==> src/include/tmw_pkg.sv <==
/*
 * Constants and types for the 16-bit timer waveform mode and compare-output block.
 * Assumes a single 100 MHz clock and an APB3 register port with 32-bit data.
 */
package tmw_pkg;

    // ****************************************************************
    // Register map (byte addresses)
    // ****************************************************************
    localparam logic [7:0] TMW_CTRL_A_OFF   = 8'h00;
    localparam logic [7:0] TMW_CTRL_B_OFF   = 8'h04;
    localparam logic [7:0] TMW_CMP_A_OFF    = 8'h08;
    localparam logic [7:0] TMW_CMP_B_OFF    = 8'h0C;
    localparam logic [7:0] TMW_CAPTURE_OFF  = 8'h10;
    localparam logic [7:0] TMW_COUNT_OFF    = 8'h14;
    localparam logic [7:0] TMW_STATUS_OFF   = 8'h18;
    localparam logic [7:0] TMW_PORT_OFF     = 8'h1C;

    // ****************************************************************
    // Field positions and reset values
    // ****************************************************************
    localparam int         TMW_ACT_A_POS    = 6;
    localparam int         TMW_ACT_B_POS    = 4;
    localparam int         TMW_MODE_LO_POS  = 0;
    localparam int         TMW_MODE_HI_POS  = 3;
    localparam int         TMW_TICK_EN_POS  = 0;
    localparam int         TMW_OVF_POS      = 0;
    localparam int         TMW_MATCH_A_POS  = 1;
    localparam int         TMW_MATCH_B_POS  = 2;
    localparam logic [7:0] TMW_CTRL_RESET   = 8'h00;
    localparam logic [15:0] TMW_WORD_RESET  = 16'h0000;

    // ****************************************************************
    // Counter limits
    // ****************************************************************
    localparam logic [15:0] TMW_MAX         = 16'hFFFF;
    localparam logic [15:0] TMW_BOTTOM      = 16'h0000;
    localparam logic [15:0] TMW_TOP_8BIT    = 16'h00FF;
    localparam logic [15:0] TMW_TOP_9BIT    = 16'h01FF;
    localparam logic [15:0] TMW_TOP_10BIT   = 16'h03FF;

    // ****************************************************************
    // Waveform modes and output actions
    // ****************************************************************
    typedef enum logic [3:0] {
        TMW_M_NORMAL   = 4'h0,
        TMW_M_PC8      = 4'h1,
        TMW_M_PC9      = 4'h2,
        TMW_M_PC10     = 4'h3,
        TMW_M_CTC_CMPA = 4'h4,
        TMW_M_FAST8    = 4'h5,
        TMW_M_FAST9    = 4'h6,
        TMW_M_FAST10   = 4'h7,
        TMW_M_PFC_CAP  = 4'h8,
        TMW_M_PFC_CMPA = 4'h9,
        TMW_M_PC_CAP   = 4'hA,
        TMW_M_PC_CMPA  = 4'hB,
        TMW_M_CTC_CAP  = 4'hC,
        TMW_M_RESERVED = 4'hD,
        TMW_M_FAST_CAP = 4'hE,
        TMW_M_FAST_CMPA = 4'hF
    } tmw_mode_t;

    localparam logic [1:0] TMW_ACT_OFF    = 2'h0;
    localparam logic [1:0] TMW_ACT_TOGGLE = 2'h1;
    localparam logic [1:0] TMW_ACT_CLEAR  = 2'h2;
    localparam logic [1:0] TMW_ACT_SET    = 2'h3;

    // Counting sequence, one-hot
    typedef enum logic [2:0] {
        TMW_SEQ_UP   = 3'h1,
        TMW_SEQ_FAST = 3'h2,
        TMW_SEQ_DUAL = 3'h4
    } tmw_seq_t;

endpackage : tmw_pkg

==> src/hdl/tmw_out_unit.sv <==
/*
 * One compare-output channel: match action, pin override and driver enable.
 * Assumes match, TOP and direction inputs from the timer core; the unit qualifies them with tick itself.
 */
`timescale 1ns/1ps
module tmw_out_unit (
    input  wire logic                   clk,
    input  wire logic                   rst_n,
    input  wire logic                   tick,
    input  wire logic [1:0]             action,
    input  wire logic                   toggle_ok,
    input  wire tmw_pkg::tmw_seq_t      seq,
    input  wire logic                   match,
    input  wire logic                   at_top,
    input  wire logic                   cmp_is_top,
    input  wire logic                   counting_up,
    input  wire logic                   dir_out,
    output logic                        level,
    output logic                        pin_override,
    output logic                        pin_oe
);

    typedef struct packed {
        logic level;
    } tmw_unit_state_t;

    tmw_unit_state_t st_reg;
    tmw_unit_state_t st_next;

    // ****************************************************************
    // Output action
    // ****************************************************************
    always_comb begin
        st_next = st_reg;
        if (tick) begin
            case (seq)
                tmw_pkg::TMW_SEQ_FAST: begin
                    if (action == tmw_pkg::TMW_ACT_TOGGLE) begin
                        if (toggle_ok && match)
                            st_next.level = ~st_reg.level;
                    end else if (action[1]) begin
                        if (at_top)
                            st_next.level = (action == tmw_pkg::TMW_ACT_CLEAR);
                        else if (match && !cmp_is_top)
                            st_next.level = (action == tmw_pkg::TMW_ACT_SET);
                    end
                end
                tmw_pkg::TMW_SEQ_DUAL: begin
                    if (match) begin
                        if (action == tmw_pkg::TMW_ACT_TOGGLE) begin
                            if (toggle_ok)
                                st_next.level = ~st_reg.level;
                        end else if (action[1]) begin
                            st_next.level = counting_up ^ (action == tmw_pkg::TMW_ACT_CLEAR);
                        end
                    end
                end
                default: begin
                    if (match) begin
                        case (action)
                            tmw_pkg::TMW_ACT_TOGGLE: st_next.level = ~st_reg.level;
                            tmw_pkg::TMW_ACT_CLEAR:  st_next.level = 1'b0;
                            tmw_pkg::TMW_ACT_SET:    st_next.level = 1'b1;
                            default:                 st_next.level = st_reg.level;
                        endcase
                    end
                end
            endcase
        end
    end

    always_ff @(posedge clk) begin
        if (!rst_n)
            st_reg <= '0;
        else
            st_reg <= st_next;
    end

    assign level = st_reg.level;
    // Pin is taken only when the action is live for this mode
    assign pin_override = (action != tmw_pkg::TMW_ACT_OFF)
                          && (action != tmw_pkg::TMW_ACT_TOGGLE || seq == tmw_pkg::TMW_SEQ_UP || toggle_ok);
    assign pin_oe = pin_override && dir_out;

endmodule : tmw_out_unit

==> src/hdl/tmw_timer.sv <==
/*
 * 16-bit timer core: waveform mode decode, counter, compare buffers,
 * flags, two compare outputs and an APB register port.
 * Assumes APB3 master, one 100 MHz clock, synchronous active-low reset.
 */
// Decided for this implementation: the APB interface to the registers and the placing of the registers.
`timescale 1ns/1ps

// What this block does
// Fully synchronous; tick only enables counting
// Nonzero action field takes over the pin; the code does not for toggle where R08/R10 allow no toggle
// Pin driver needs direction bit set
// Action zero leaves normal port operation
// Non-PWM: toggle, clear, set on match
// Fast PWM code 10: clear match, set TOP
// Fast PWM code 11: set match, clear TOP
// Fast PWM toggle only A, modes 14/15
// Fast PWM: compare equal TOP ignored; the code still toggles A on it in modes 14/15
// Dual-slope toggle only A, modes 8-11
// Dual-slope 10: clear up, set down
// Dual-slope 11: set up, clear down
// Mode split over two control registers; 13 reserved
// Mode 0 free run, overflow at MAX
// Modes 1-3,10,11 load at TOP, overflow BOTTOM
// Clear-on-match modes 4, 12, overflow at MAX
// Fast PWM load and overflow at TOP
// Modes 8, 9 load and overflow at BOTTOM
// Dual-slope counts up to TOP and back
// Reserved mode behaves as normal mode
module tmw_timer #(
    parameter int WIDTH = 16
) (
    input  wire logic               clk,
    input  wire logic               rst_n,
    input  wire logic               timer_tick,
    input  wire logic               psel,
    input  wire logic               penable,
    input  wire logic               pwrite,
    input  wire logic [7:0]         paddr,
    input  wire logic [31:0]        pwdata,
    output logic [31:0]             prdata,
    output logic                    pready,
    output logic                    pslverr,
    output logic                    compare_out_a,
    output logic                    compare_out_b,
    output logic                    compare_out_a_override,
    output logic                    compare_out_b_override,
    output logic                    compare_out_a_oe,
    output logic                    compare_out_b_oe
);

    typedef struct packed {
        logic [7:0]       ctrl_a;
        logic [7:0]       ctrl_b;
        logic [WIDTH-1:0] cmp_a_buf;
        logic [WIDTH-1:0] cmp_b_buf;
        logic [WIDTH-1:0] cmp_a;
        logic [WIDTH-1:0] cmp_b;
        logic [WIDTH-1:0] capture;
        logic [WIDTH-1:0] count;
        logic             down;
        logic             overflow_flag;
        logic             match_a_flag;
        logic             match_b_flag;
        logic [1:0]       port_dir;
        logic             block_match;
        logic [31:0]      rdata;
    } tmw_state_t;

    tmw_state_t st_reg;
    tmw_state_t st_next;

    // ****************************************************************
    // Mode decode
    // ****************************************************************
    logic [3:0]         waveform_mode_select;
    tmw_pkg::tmw_mode_t mode;
    tmw_pkg::tmw_seq_t  seq;
    logic [WIDTH-1:0]   top;
    logic               load_at_top;
    logic               load_at_bottom;
    logic               ovf_at_top;
    logic               ovf_at_bottom;
    logic               toggle_ok;
    logic [1:0]         chan_a_output_action;
    logic [1:0]         chan_b_output_action;

    assign waveform_mode_select = {st_reg.ctrl_b[tmw_pkg::TMW_MODE_HI_POS +: 2],
                                   st_reg.ctrl_a[tmw_pkg::TMW_MODE_LO_POS +: 2]};
    assign chan_a_output_action = st_reg.ctrl_a[tmw_pkg::TMW_ACT_A_POS +: 2];
    assign chan_b_output_action = st_reg.ctrl_a[tmw_pkg::TMW_ACT_B_POS +: 2];

    always_comb begin
        mode           = tmw_pkg::tmw_mode_t'(waveform_mode_select);
        seq            = tmw_pkg::TMW_SEQ_UP;
        top            = WIDTH'(tmw_pkg::TMW_MAX);
        load_at_top    = 1'b0;
        load_at_bottom = 1'b0;
        ovf_at_top     = 1'b0;
        ovf_at_bottom  = 1'b0;
        toggle_ok      = 1'b0;
        case (mode)
            tmw_pkg::TMW_M_PC8, tmw_pkg::TMW_M_PC9, tmw_pkg::TMW_M_PC10,
            tmw_pkg::TMW_M_PC_CAP, tmw_pkg::TMW_M_PC_CMPA: begin
                seq           = tmw_pkg::TMW_SEQ_DUAL;
                load_at_top   = 1'b1;
                ovf_at_bottom = 1'b1;
                toggle_ok     = mode[3];
                case (mode)
                    tmw_pkg::TMW_M_PC8:    top = WIDTH'(tmw_pkg::TMW_TOP_8BIT);
                    tmw_pkg::TMW_M_PC9:    top = WIDTH'(tmw_pkg::TMW_TOP_9BIT);
                    tmw_pkg::TMW_M_PC10:   top = WIDTH'(tmw_pkg::TMW_TOP_10BIT);
                    tmw_pkg::TMW_M_PC_CAP: top = st_reg.capture;
                    default:               top = st_reg.cmp_a;
                endcase
            end
            tmw_pkg::TMW_M_PFC_CAP, tmw_pkg::TMW_M_PFC_CMPA: begin
                seq            = tmw_pkg::TMW_SEQ_DUAL;
                load_at_bottom = 1'b1;
                ovf_at_bottom  = 1'b1;
                toggle_ok      = 1'b1;
                top            = mode[0] ? st_reg.cmp_a : st_reg.capture;
            end
            tmw_pkg::TMW_M_FAST8, tmw_pkg::TMW_M_FAST9, tmw_pkg::TMW_M_FAST10,
            tmw_pkg::TMW_M_FAST_CAP, tmw_pkg::TMW_M_FAST_CMPA: begin
                seq         = tmw_pkg::TMW_SEQ_FAST;
                load_at_top = 1'b1;
                ovf_at_top  = 1'b1;
                toggle_ok   = mode[3];
                case (mode)
                    tmw_pkg::TMW_M_FAST8:    top = WIDTH'(tmw_pkg::TMW_TOP_8BIT);
                    tmw_pkg::TMW_M_FAST9:    top = WIDTH'(tmw_pkg::TMW_TOP_9BIT);
                    tmw_pkg::TMW_M_FAST10:   top = WIDTH'(tmw_pkg::TMW_TOP_10BIT);
                    tmw_pkg::TMW_M_FAST_CAP: top = st_reg.capture;
                    default:                 top = st_reg.cmp_a;
                endcase
            end
            tmw_pkg::TMW_M_CTC_CMPA: top = st_reg.cmp_a;
            tmw_pkg::TMW_M_CTC_CAP:  top = st_reg.capture;
            default:                 top = WIDTH'(tmw_pkg::TMW_MAX);
        endcase
    end

    // ****************************************************************
    // Counter events
    // ****************************************************************
    logic at_top;
    logic at_bottom;
    logic match_a;
    logic match_b;
    logic tick;
    logic ovf_event;

    assign tick      = timer_tick;
    assign at_top    = st_reg.count == top;
    assign at_bottom = st_reg.count == WIDTH'(tmw_pkg::TMW_BOTTOM);
    assign match_a   = !st_reg.block_match && st_reg.count == st_reg.cmp_a;
    assign match_b   = !st_reg.block_match && st_reg.count == st_reg.cmp_b;
    assign ovf_event = (ovf_at_top && at_top) || (ovf_at_bottom && at_bottom && st_reg.down)
                       || (!ovf_at_top && !ovf_at_bottom && st_reg.count == WIDTH'(tmw_pkg::TMW_MAX));

    // ****************************************************************
    // Register bus and counting
    // ****************************************************************
    logic wr;
    logic rd;

    assign wr = psel && penable && pwrite;
    assign rd = psel && !penable && !pwrite;

    always_comb begin
        st_next = st_reg;
        if (tick) begin
            st_next.block_match = 1'b0;
            case (seq)
                tmw_pkg::TMW_SEQ_DUAL: begin
                    if (!st_reg.down) begin
                        if (st_reg.count >= top) begin
                            st_next.down  = 1'b1;
                            st_next.count = st_reg.count - WIDTH'(1);
                        end else begin
                            st_next.count = st_reg.count + WIDTH'(1);
                        end
                    end else if (at_bottom) begin
                        st_next.down  = 1'b0;
                        st_next.count = st_reg.count + WIDTH'(1);
                    end else begin
                        st_next.count = st_reg.count - WIDTH'(1);
                    end
                end
                default: begin
                    st_next.down  = 1'b0;
                    st_next.count = (at_top && mode != tmw_pkg::TMW_M_NORMAL) ? WIDTH'(tmw_pkg::TMW_BOTTOM)
                                                                             : st_reg.count + WIDTH'(1);
                end
            endcase
            if (ovf_event)
                st_next.overflow_flag = 1'b1;
            if ((load_at_top && at_top) || (load_at_bottom && at_bottom)) begin
                st_next.cmp_a = st_reg.cmp_a_buf;
                st_next.cmp_b = st_reg.cmp_b_buf;
            end
            if (match_a)
                st_next.match_a_flag = 1'b1;
            if (match_b)
                st_next.match_b_flag = 1'b1;
        end
        if (!load_at_top && !load_at_bottom) begin
            st_next.cmp_a = st_reg.cmp_a_buf;
            st_next.cmp_b = st_reg.cmp_b_buf;
        end
        if (wr) begin
            case (paddr)
                tmw_pkg::TMW_CTRL_A_OFF: st_next.ctrl_a = pwdata[7:0] & 8'hF3;
                tmw_pkg::TMW_CTRL_B_OFF: st_next.ctrl_b = pwdata[7:0] & 8'h18;
                tmw_pkg::TMW_CMP_A_OFF:  st_next.cmp_a_buf = pwdata[WIDTH-1:0];
                tmw_pkg::TMW_CMP_B_OFF:  st_next.cmp_b_buf = pwdata[WIDTH-1:0];
                tmw_pkg::TMW_CAPTURE_OFF: st_next.capture = pwdata[WIDTH-1:0];
                tmw_pkg::TMW_COUNT_OFF: begin
                    st_next.count       = pwdata[WIDTH-1:0];
                    st_next.block_match = 1'b1;
                end
                tmw_pkg::TMW_STATUS_OFF: begin
                    // Write one to clear; a same-cycle set wins
                    if (pwdata[tmw_pkg::TMW_OVF_POS] && !(tick && ovf_event))
                        st_next.overflow_flag = 1'b0;
                    if (pwdata[tmw_pkg::TMW_MATCH_A_POS] && !(tick && match_a))
                        st_next.match_a_flag = 1'b0;
                    if (pwdata[tmw_pkg::TMW_MATCH_B_POS] && !(tick && match_b))
                        st_next.match_b_flag = 1'b0;
                end
                tmw_pkg::TMW_PORT_OFF: st_next.port_dir = pwdata[1:0];
                default: ;
            endcase
        end
        if (rd) begin
            case (paddr)
                tmw_pkg::TMW_CTRL_A_OFF:  st_next.rdata = {24'h000000, st_reg.ctrl_a};
                tmw_pkg::TMW_CTRL_B_OFF:  st_next.rdata = {24'h000000, st_reg.ctrl_b};
                tmw_pkg::TMW_CMP_A_OFF:   st_next.rdata = 32'(st_reg.cmp_a_buf);
                tmw_pkg::TMW_CMP_B_OFF:   st_next.rdata = 32'(st_reg.cmp_b_buf);
                tmw_pkg::TMW_CAPTURE_OFF: st_next.rdata = 32'(st_reg.capture);
                tmw_pkg::TMW_COUNT_OFF:   st_next.rdata = 32'(st_reg.count);
                tmw_pkg::TMW_STATUS_OFF:  st_next.rdata = {28'h0000000, st_reg.down, st_reg.match_b_flag,
                                                           st_reg.match_a_flag, st_reg.overflow_flag};
                tmw_pkg::TMW_PORT_OFF:    st_next.rdata = {30'h00000000, st_reg.port_dir};
                default:                  st_next.rdata = 32'h00000000;
            endcase
        end
    end

    always_ff @(posedge clk) begin
        if (!rst_n)
            st_reg <= '0;
        else
            st_reg <= st_next;
    end

    assign prdata  = st_reg.rdata;
    assign pready  = 1'b1;
    assign pslverr = psel && penable && !(paddr[1:0] == 2'h0 && paddr <= tmw_pkg::TMW_PORT_OFF);

    // ****************************************************************
    // Compare outputs
    // ****************************************************************
    tmw_out_unit u_out_a (
        .clk          (clk),
        .rst_n        (rst_n),
        .tick         (tick),
        .action       (chan_a_output_action),
        .toggle_ok    (toggle_ok),
        .seq          (seq),
        .match        (match_a),
        .at_top       (at_top),
        .cmp_is_top   (st_reg.cmp_a == top),
        .counting_up  (!st_reg.down),
        .dir_out      (st_reg.port_dir[0]),
        .level        (compare_out_a),
        .pin_override (compare_out_a_override),
        .pin_oe       (compare_out_a_oe)
    );

    tmw_out_unit u_out_b (
        .clk          (clk),
        .rst_n        (rst_n),
        .tick         (tick),
        .action       (chan_b_output_action),
        .toggle_ok    (1'b0),
        .seq          (seq),
        .match        (match_b),
        .at_top       (at_top),
        .cmp_is_top   (st_reg.cmp_b == top),
        .counting_up  (!st_reg.down),
        .dir_out      (st_reg.port_dir[1]),
        .level        (compare_out_b),
        .pin_override (compare_out_b_override),
        .pin_oe       (compare_out_b_oe)
    );
endmodule : tmw_timer

==> config.mk <==
export PLATFORM = sky130hd
export DESIGN_NAME = tmw_timer
export DESIGN_NICKNAME = d
export VERILOG_FILES = /design/src/include/tmw_pkg.sv /design/src/hdl/tmw_out_unit.sv /design/src/hdl/tmw_timer.sv
export SDC_FILE = /design/constraint.sdc
export NUM_CORES = 1
export LEC_CHECK = 0
export ABC_AREA = 0
export BUFFER_PORTS_ARGS = -buffer_cell sky130_fd_sc_hd__buf_2
export CELL_PAD_IN_SITES_DETAIL_PLACEMENT = 1
export CELL_PAD_IN_SITES_GLOBAL_PLACEMENT = 1
export CORE_MARGIN = 5
export CORE_UTILIZATION = 25
export DETAILED_ROUTE_END_ITERATION = 16
export GPL_TIMING_DRIVEN = 1
export PLACE_DENSITY = 0.5
export SLEW_MARGIN = 0
export SYNTH_ARGS = -nofsm -noshare
export SYNTH_HDL_FRONTEND = slang
export SYNTH_SLANG_ARGS = --single-unit
==> constraint.sdc <==
create_clock -name clk -period 11.5 [get_ports clk]
set_input_delay 0.575 -clock clk [delete_from_list [all_inputs] [get_ports clk]]
set_output_delay 0.575 -clock clk [all_outputs]
set_load 0.05 [all_outputs]
==> metrics.txt, run 1 <==
outcome completed; Initial Utilization roughly 25%; remaining antenna violation count after routing 0; Root Buffer clkbuf_16; Crit Path Category reg2reg; final WL approximately 37 mm; DRC 0; I/O Buffers 52; Largest register FFs between 100 and 150; CTS tree yes; # rows 68; reg2reg start mode[3]; post-DP HPWL around 27 mm; post-synthesis register bit count roughly 130; Die H 198 um; Hold Buf Count CTS 0; Post-Syn Area per Cell roughly 8 sq um; latest clock arrival within the worst-skew pair approximately 0.44 ns; CP startpoint mode[3]; GR Overflow Total 0; CP Data Arrival Time roughly 5.2 ns; Worst Hold Class in2reg; synth unique cells 76; vias in the first global route approximately 8400; Critical Path Sink Type flop; vias per cell approximately 5.3; top-level port count 86; H-tree Lvls 4; global-route usage over all layers around a fifth; clock tree buffer depth 2; Core ar. 34700 sq um; mean routed wirelength per cell ~23 um; initial antenna violation count 2; Die Area 39100 sq um; area added between synthesis and finish 10.9%; period utilization between 40% and 50%; Post-CTS Setup Inserts 0; Worst Max-Slew Pin Slew about 1.1 ns; pwr dens between 100 and 150 nW/um^2; FILL cells approximately 4200; diode count 0; first-pass GRT wire length ~56 mm; leakage 3.55 nW; Num CTS Buffers 17; Clock Skew roughly 0.009 ns; Critical Path RT 11.77 ns; Total Nets Final around 1200; Max Freq ~0.20 GHz; min Tclk post-route between 4 and 5 ns; Finished Layout Cells approximately 1600; DIE WIDTH just under 200 um; sequential share of the synthesized area ~29%; fraction of layout cells with a size suffix above 1 ~12%; headroom to the max-slew limit 26.5%; largest net degree at the start of global routing 76; WHS 0.451 ns; Most used DFF post-synth dfxtp_1; clock sink count about 130; Final Total Pwr 0.00105 W; commonest non-fill, non-tap cells in the layout nand2_1, dfxtp_1, a21boi_0; Final GP Congestion between 0.8 and 0.9; EDFF count, synth 0; Synth async-reset ratio 0%; RSZ-0062 raised after global routing false; max-cap violations 0; Hold Violations, Final 0; Yosys Warn Count 0; Max VDD drop around 93 uV; Slew Limit Fails 0; Cells after Synth roughly 1100; Cells after DPL 1537; CTS clk-pin slew, worst paths roughly 0.06 ns; drt pass-1 iters 5; initial drt markers about 520; Resize count post-CTS 0; most common library cell in the layout ignoring fill and taps nand2_1; synthesized cell area between 8000 and 9000 sq um; hold path startpoint pwdata[12]; via count 8332; crit-path max FO 40; Setup-failing EPs final 0; crit path launch type flop; TNS Setup 0 ns
## per-layer routing
metal / vias to the layer above / wire, um / track usage [%]
li1: 3936 / - / -
met1: 4177 / 18200 / 27.1
met2: 186 / 16200 / 28.8
met3: 31 / 1790 / 3.57
met4: 2 / 572 / 4.69
met5: - / 20 / 0
## cells by family after synthesis
group | count (synthesis) | synth area share, %
buffers and inverters | 156 | 8.79
muxes | 48 | 5.61
and+or+nand+nor | 392 | 22.4
xor gates and xnor gates | 55 | 5.47
DFF | 129 | 29.3
AOI/OAI and AO/OA | 308 | 24.3
other | 2 | 0.0852
adders and majority gates | 29 | 4.12
## Yosys cell counts (11+ instances only)
cell type  number  area share, %
a21boi_0       56            4.8
a21oi_1        48            2.7
a221oi_1       11            1.1
a22oi_1        24            2.0
a31oi_1        25            1.8
buf_4          34            2.9
clkbuf_1       74            3.2
dfxtp_1       129             29
ha_1           29            4.1
inv_1          28            1.2
mux2i_1        46            5.2
nand2_1       137            5.8
nand3_1        41            2.3
nand4_1        11           0.78
nor2_1         56            2.4
nor2b_1        48            3.4
nor3_1         26            1.5
nor4_1         12           0.85
o21ai_0        50            2.8
xnor2_1        18            1.8
xor2_1         37            3.7
## path summary, 6_finish.rpt
| kind | end | slack [ns] | cells past startpoint |
|---|---|---|---|
| setup / recovery | st_reg[54] | 6.55 | 14 |
| hold / removal | st_reg[131] | 0.45 | 3 |
| setup reg to reg | st_reg[54] | 6.55 | 14 |
| hold reg to reg | st_reg[121] | 0.48 | 2 |
## worst max-delay path, stage by stage, from the launching register on
cell and delay (ns):
dfxtp_1 0.55, buf_4 0.46, nand2_1 0.26, a21boi_0 0.45
nor2_1 0.10, ha_1 0.31, nand4_1 0.19, or4_1 0.81
o2111a_1 0.25, a211oi_2 0.18, buf_4 0.30, nand4b_4 0.24
or3_1 0.37, a31oi_1 0.18, a221oi_1 0.09
## report_power, final
part	internal [W]	switching (W)	total (W)
registers	0.000451	0.00000499	0.000456
logic	0.0000222	0.0000644	0.0000866
clock network	0.000280	0.000226	0.000506
total	0.000753	0.000295	0.00105
## per-stage QoR
step | worst slack [ns] | utilization, % | instance area (sq um)
floorplan | 7.69 | - | 8870
global placement | 6.67 | 26.6 | 9240
detailed placement | 6.63 | 26.6 | 9240
CTS | 6.61 | 28.2 | 9770
global route | 6.29 | 28.2 | 9770
finish | 6.55 | 28.2 | 9770
## cell type report
type / instances / area [sq um] / area share, %
clock inverters: 13 / 87.6 / 0.896
flip-flops and latches: 129 / 2580 / 26.4
inverters: 28 / 105 / 1.08
well taps: 455 / 569 / 5.83
clock buffers: 19 / 443 / 4.53
repair buffers: 76 / 443 / 4.53
multi-input cells: 849 / 5540 / 56.7
(Power assumes the default switching activity.)
==> inputs of run 2 (changes only) <==
--- a/config.mk
+++ b/config.mk
@@ -13,7 +13,7 @@
 export CORE_UTILIZATION = 25
 export DETAILED_ROUTE_END_ITERATION = 16
 export GPL_TIMING_DRIVEN = 1
-export PLACE_DENSITY = 0.5
+export PLACE_DENSITY = 0.52
 export SLEW_MARGIN = 0
 export SYNTH_ARGS = -nofsm -noshare
 export SYNTH_HDL_FRONTEND = slang
==> constraint.sdc (replaced) <==
create_clock -name clk -period 4.15 [get_ports clk]
set_input_delay 0.2075 -clock clk [delete_from_list [all_inputs] [get_ports clk]]
set_output_delay 0.2075 -clock clk [all_outputs]
set_load 0.05 [all_outputs]
==> metrics.txt, run 2 (synthesized netlist as in run 1, its figures left out) <==
CTS clk-pin slew, worst paths 0.06 ns (about the same); WHS 0.0991 ns (-0.352 ns); RSZ-0062 raised after global routing false; H-tree Lvls 4 (unchanged); Worst Hold Class in2reg; most common library cell in the layout ignoring fill and taps nand2_1; fraction of layout cells with a size suffix above 1 16.2% (+3.9 points); P_sw 0.000802 W (+170%); Sw Share 26.7% (-1.5 points); crit-path max FO 35 (-13%); CP cell instances buf_12 > mux4_2 > a21oi_4 > ha_1 > nand4_1 > or4_4 > o2111a_1 > a211oi_2 > buf_6 > nand4b_4 > buf_4 > o31ai_1 > o21ai_0 > a31oi_1; latest clock arrival within the worst-skew pair 0.43 ns (about the same); Total Nets Final 1223 (+4.0%); top-level port count 86 (unchanged); clock tree buffer depth 2 (unchanged); Worst path top cell family by delay compound AO/OA/AOI/OAI gates; leakage 3.83 nW (+7.8%); Worst Max-Slew Pin Slew 0.951 ns (-0.148 ns); initial antenna violation count 3 (+1); GR Overflow Total 0 (unchanged); Slew Limit Fails 0 (unchanged); max-cap violations 0 (unchanged); post-DP HPWL 28.5 mm (+6.7%); Root Buffer clkbuf_16; Hold Violations, Final 0 (unchanged); # rows 68 (unchanged); multi-input logic area 5560 sq um (+0.34%); Initial Utilization 25.4% (unchanged); vias per cell 5.28 (-0.62%); min Tclk post-route 3.83 ns (-1.12 ns); vias in the first global route 8509 (+0.81%); worst path buffer plus inverter count 3 (+1); FILL cells 4181 (+0.38%); placed cell area 9650 sq um (+4.4%); Pint 0.00220 W (+190%); headroom to the max-slew limit 36.6% (+10 points); CP Data Arrival Time 4.18 ns (-1.04 ns); Setup-failing EPs final 0 (unchanged); period utilization 92.3% (+49 points); Flop pwr share 41.9% (-1.6 points); Num CTS Buffers 17 (unchanged); Comb pwr share 8.3% (about the same); Critical Path RT 4.50 ns (-7.27 ns); Die H 198 um (unchanged); final WL 37.5 mm (+1.8%); fin area 10200 sq um (+4.8%); DRC 0 (unchanged); Max VDD drop 269 uV (+190%); Critical Path Sink Type flop; FF+latch area 2590 sq um (+0.19%); Finished Layout Cells 1614 (+2.9%); Core ar. 34700 sq um (unchanged); slowest CP cell or4_4; initial drt markers 655 (+27%); crit-path max cell delay 0.58 ns (-0.23 ns); TNS Setup 0 ns (unchanged); pwr dens 294 nW/um^2 (+170%); Crit Path Category reg2reg; remaining antenna violation count after routing 0 (unchanged); Final GP Congestion 0.900 (+1.4%); mean routed wirelength per cell 23.2 um (-1.0%); global-route usage over all layers 18.9% (+0.19 points); Max Freq 0.261 GHz (+29%); CTS tree yes; outcome completed; largest net degree at the start of global routing 77 (+1.3%); crit path launch type flop; fin util 29.5% (+1.4 points); via count 8518 (+2.2%); area added between synthesis and finish 16.2%; clock sink count 129 (unchanged); commonest non-fill, non-tap cells in the layout nand2_1, dfxtp_1, buf_4; Clock Skew 0.0185 ns (+0.00924 ns); I/O Buffers 52 (unchanged); Largest register FFs 103 (unchanged); power share of the clock group 49.8% (+1.5 points); Die Area 39100 sq um (unchanged); Cells after DPL 1583 (+3.0%); first-pass GRT wire length 56.2 mm (+1.1%); drt pass-1 iters 5 (unchanged); Hold Buf Count CTS 0 (unchanged); DIE WIDTH 198 um (unchanged)
-- run 2: cell count changes in the layout (fill, tap and decap cells not counted), moves of 2 or more --
cell and change:
buf_4 +41, buf_12 +5, clkinv_2 -4, bufinv_16 +2
dfxtp_1 -2, inv_6 -2, nor2b_1 -2, nor2b_2 +2
-- run 2: area by class of cell --
class                   count  share of cell area, %
well taps                 455                   5.56
clock inverters             9                   1.07
repair buffers            123                   8.41
flip-flops and latches    129                   25.3
clock buffers              20                   4.36
inverters                  28                   1.03
multi-input cells         849                   54.3
diodes                      1                 0.0244
-- run 2: power by group through the flow --
stage	combinational [W]	clock, W	sequential [W]
2_1_floorplan	0.000176	0	0.00128
3_3_place_gp	0.000248	0	0.00129
3_5_place_dp	0.000249	0	0.00129
4_1_cts	0.000249	0.00153	0.00126
5_1_grt	0.000267	0.00157	0.00126
6_report	0.000250	0.00150	0.00126
-- run 2: path summary, 6_finish.rpt --
path	cells past startpoint	slack, ns	endpoint	start
worst max register to register	14	0.32	st_reg[48]	mode[0]
worst max-delay path	14	0.32	st_reg[48]	mode[0]
worst min register to register	2	0.49	st_reg[126]	st_reg[126]
worst min-delay path	3	0.1	st_reg[131]	pwdata[12]
-- run 2: worst register-to-register path, stage by stage, from the launching register on --
cell,delay [ns]
dfxtp_1,0.46
buf_12,0.24
mux4_2,0.56
a21oi_4,0.20
ha_1,0.18
nand4_1,0.16
or4_4,0.59
o2111a_1,0.16
a211oi_2,0.20
buf_6,0.18
nand4b_4,0.15
buf_4,0.20
o31ai_1,0.18
o21ai_0,0.12
a31oi_1,0.17
-- run 2: through the flow --
stage | total power [W] | setup slack (ns)
2_1_floorplan | 0.00146 | 0.339
3_3_place_gp | 0.00154 | 0.0371
3_5_place_dp | 0.00154 | 0.000357
4_1_cts | 0.00304 | 0.0558
5_1_grt | 0.00310 | 0.00445
6_report | 0.00301 | 0.321
-- run 2: layer usage --
layer | track usage, % | vias up | share of wire (%)
met4 | 3.19 | 0 | 0.89
met2 | 30.2 | 209 | 46
li1 | - | 4020 | -
met1 | 27.5 | 4270 | 49
met3 | 2.89 | 19 | 4.1
met5 | 0 | - | 0
-- run 2: what timing repair did --
action                     4_1_cts  5_1_grt
resized for setup                1       13
setup endpoints to repair        3       17
setup buffers                    0        1
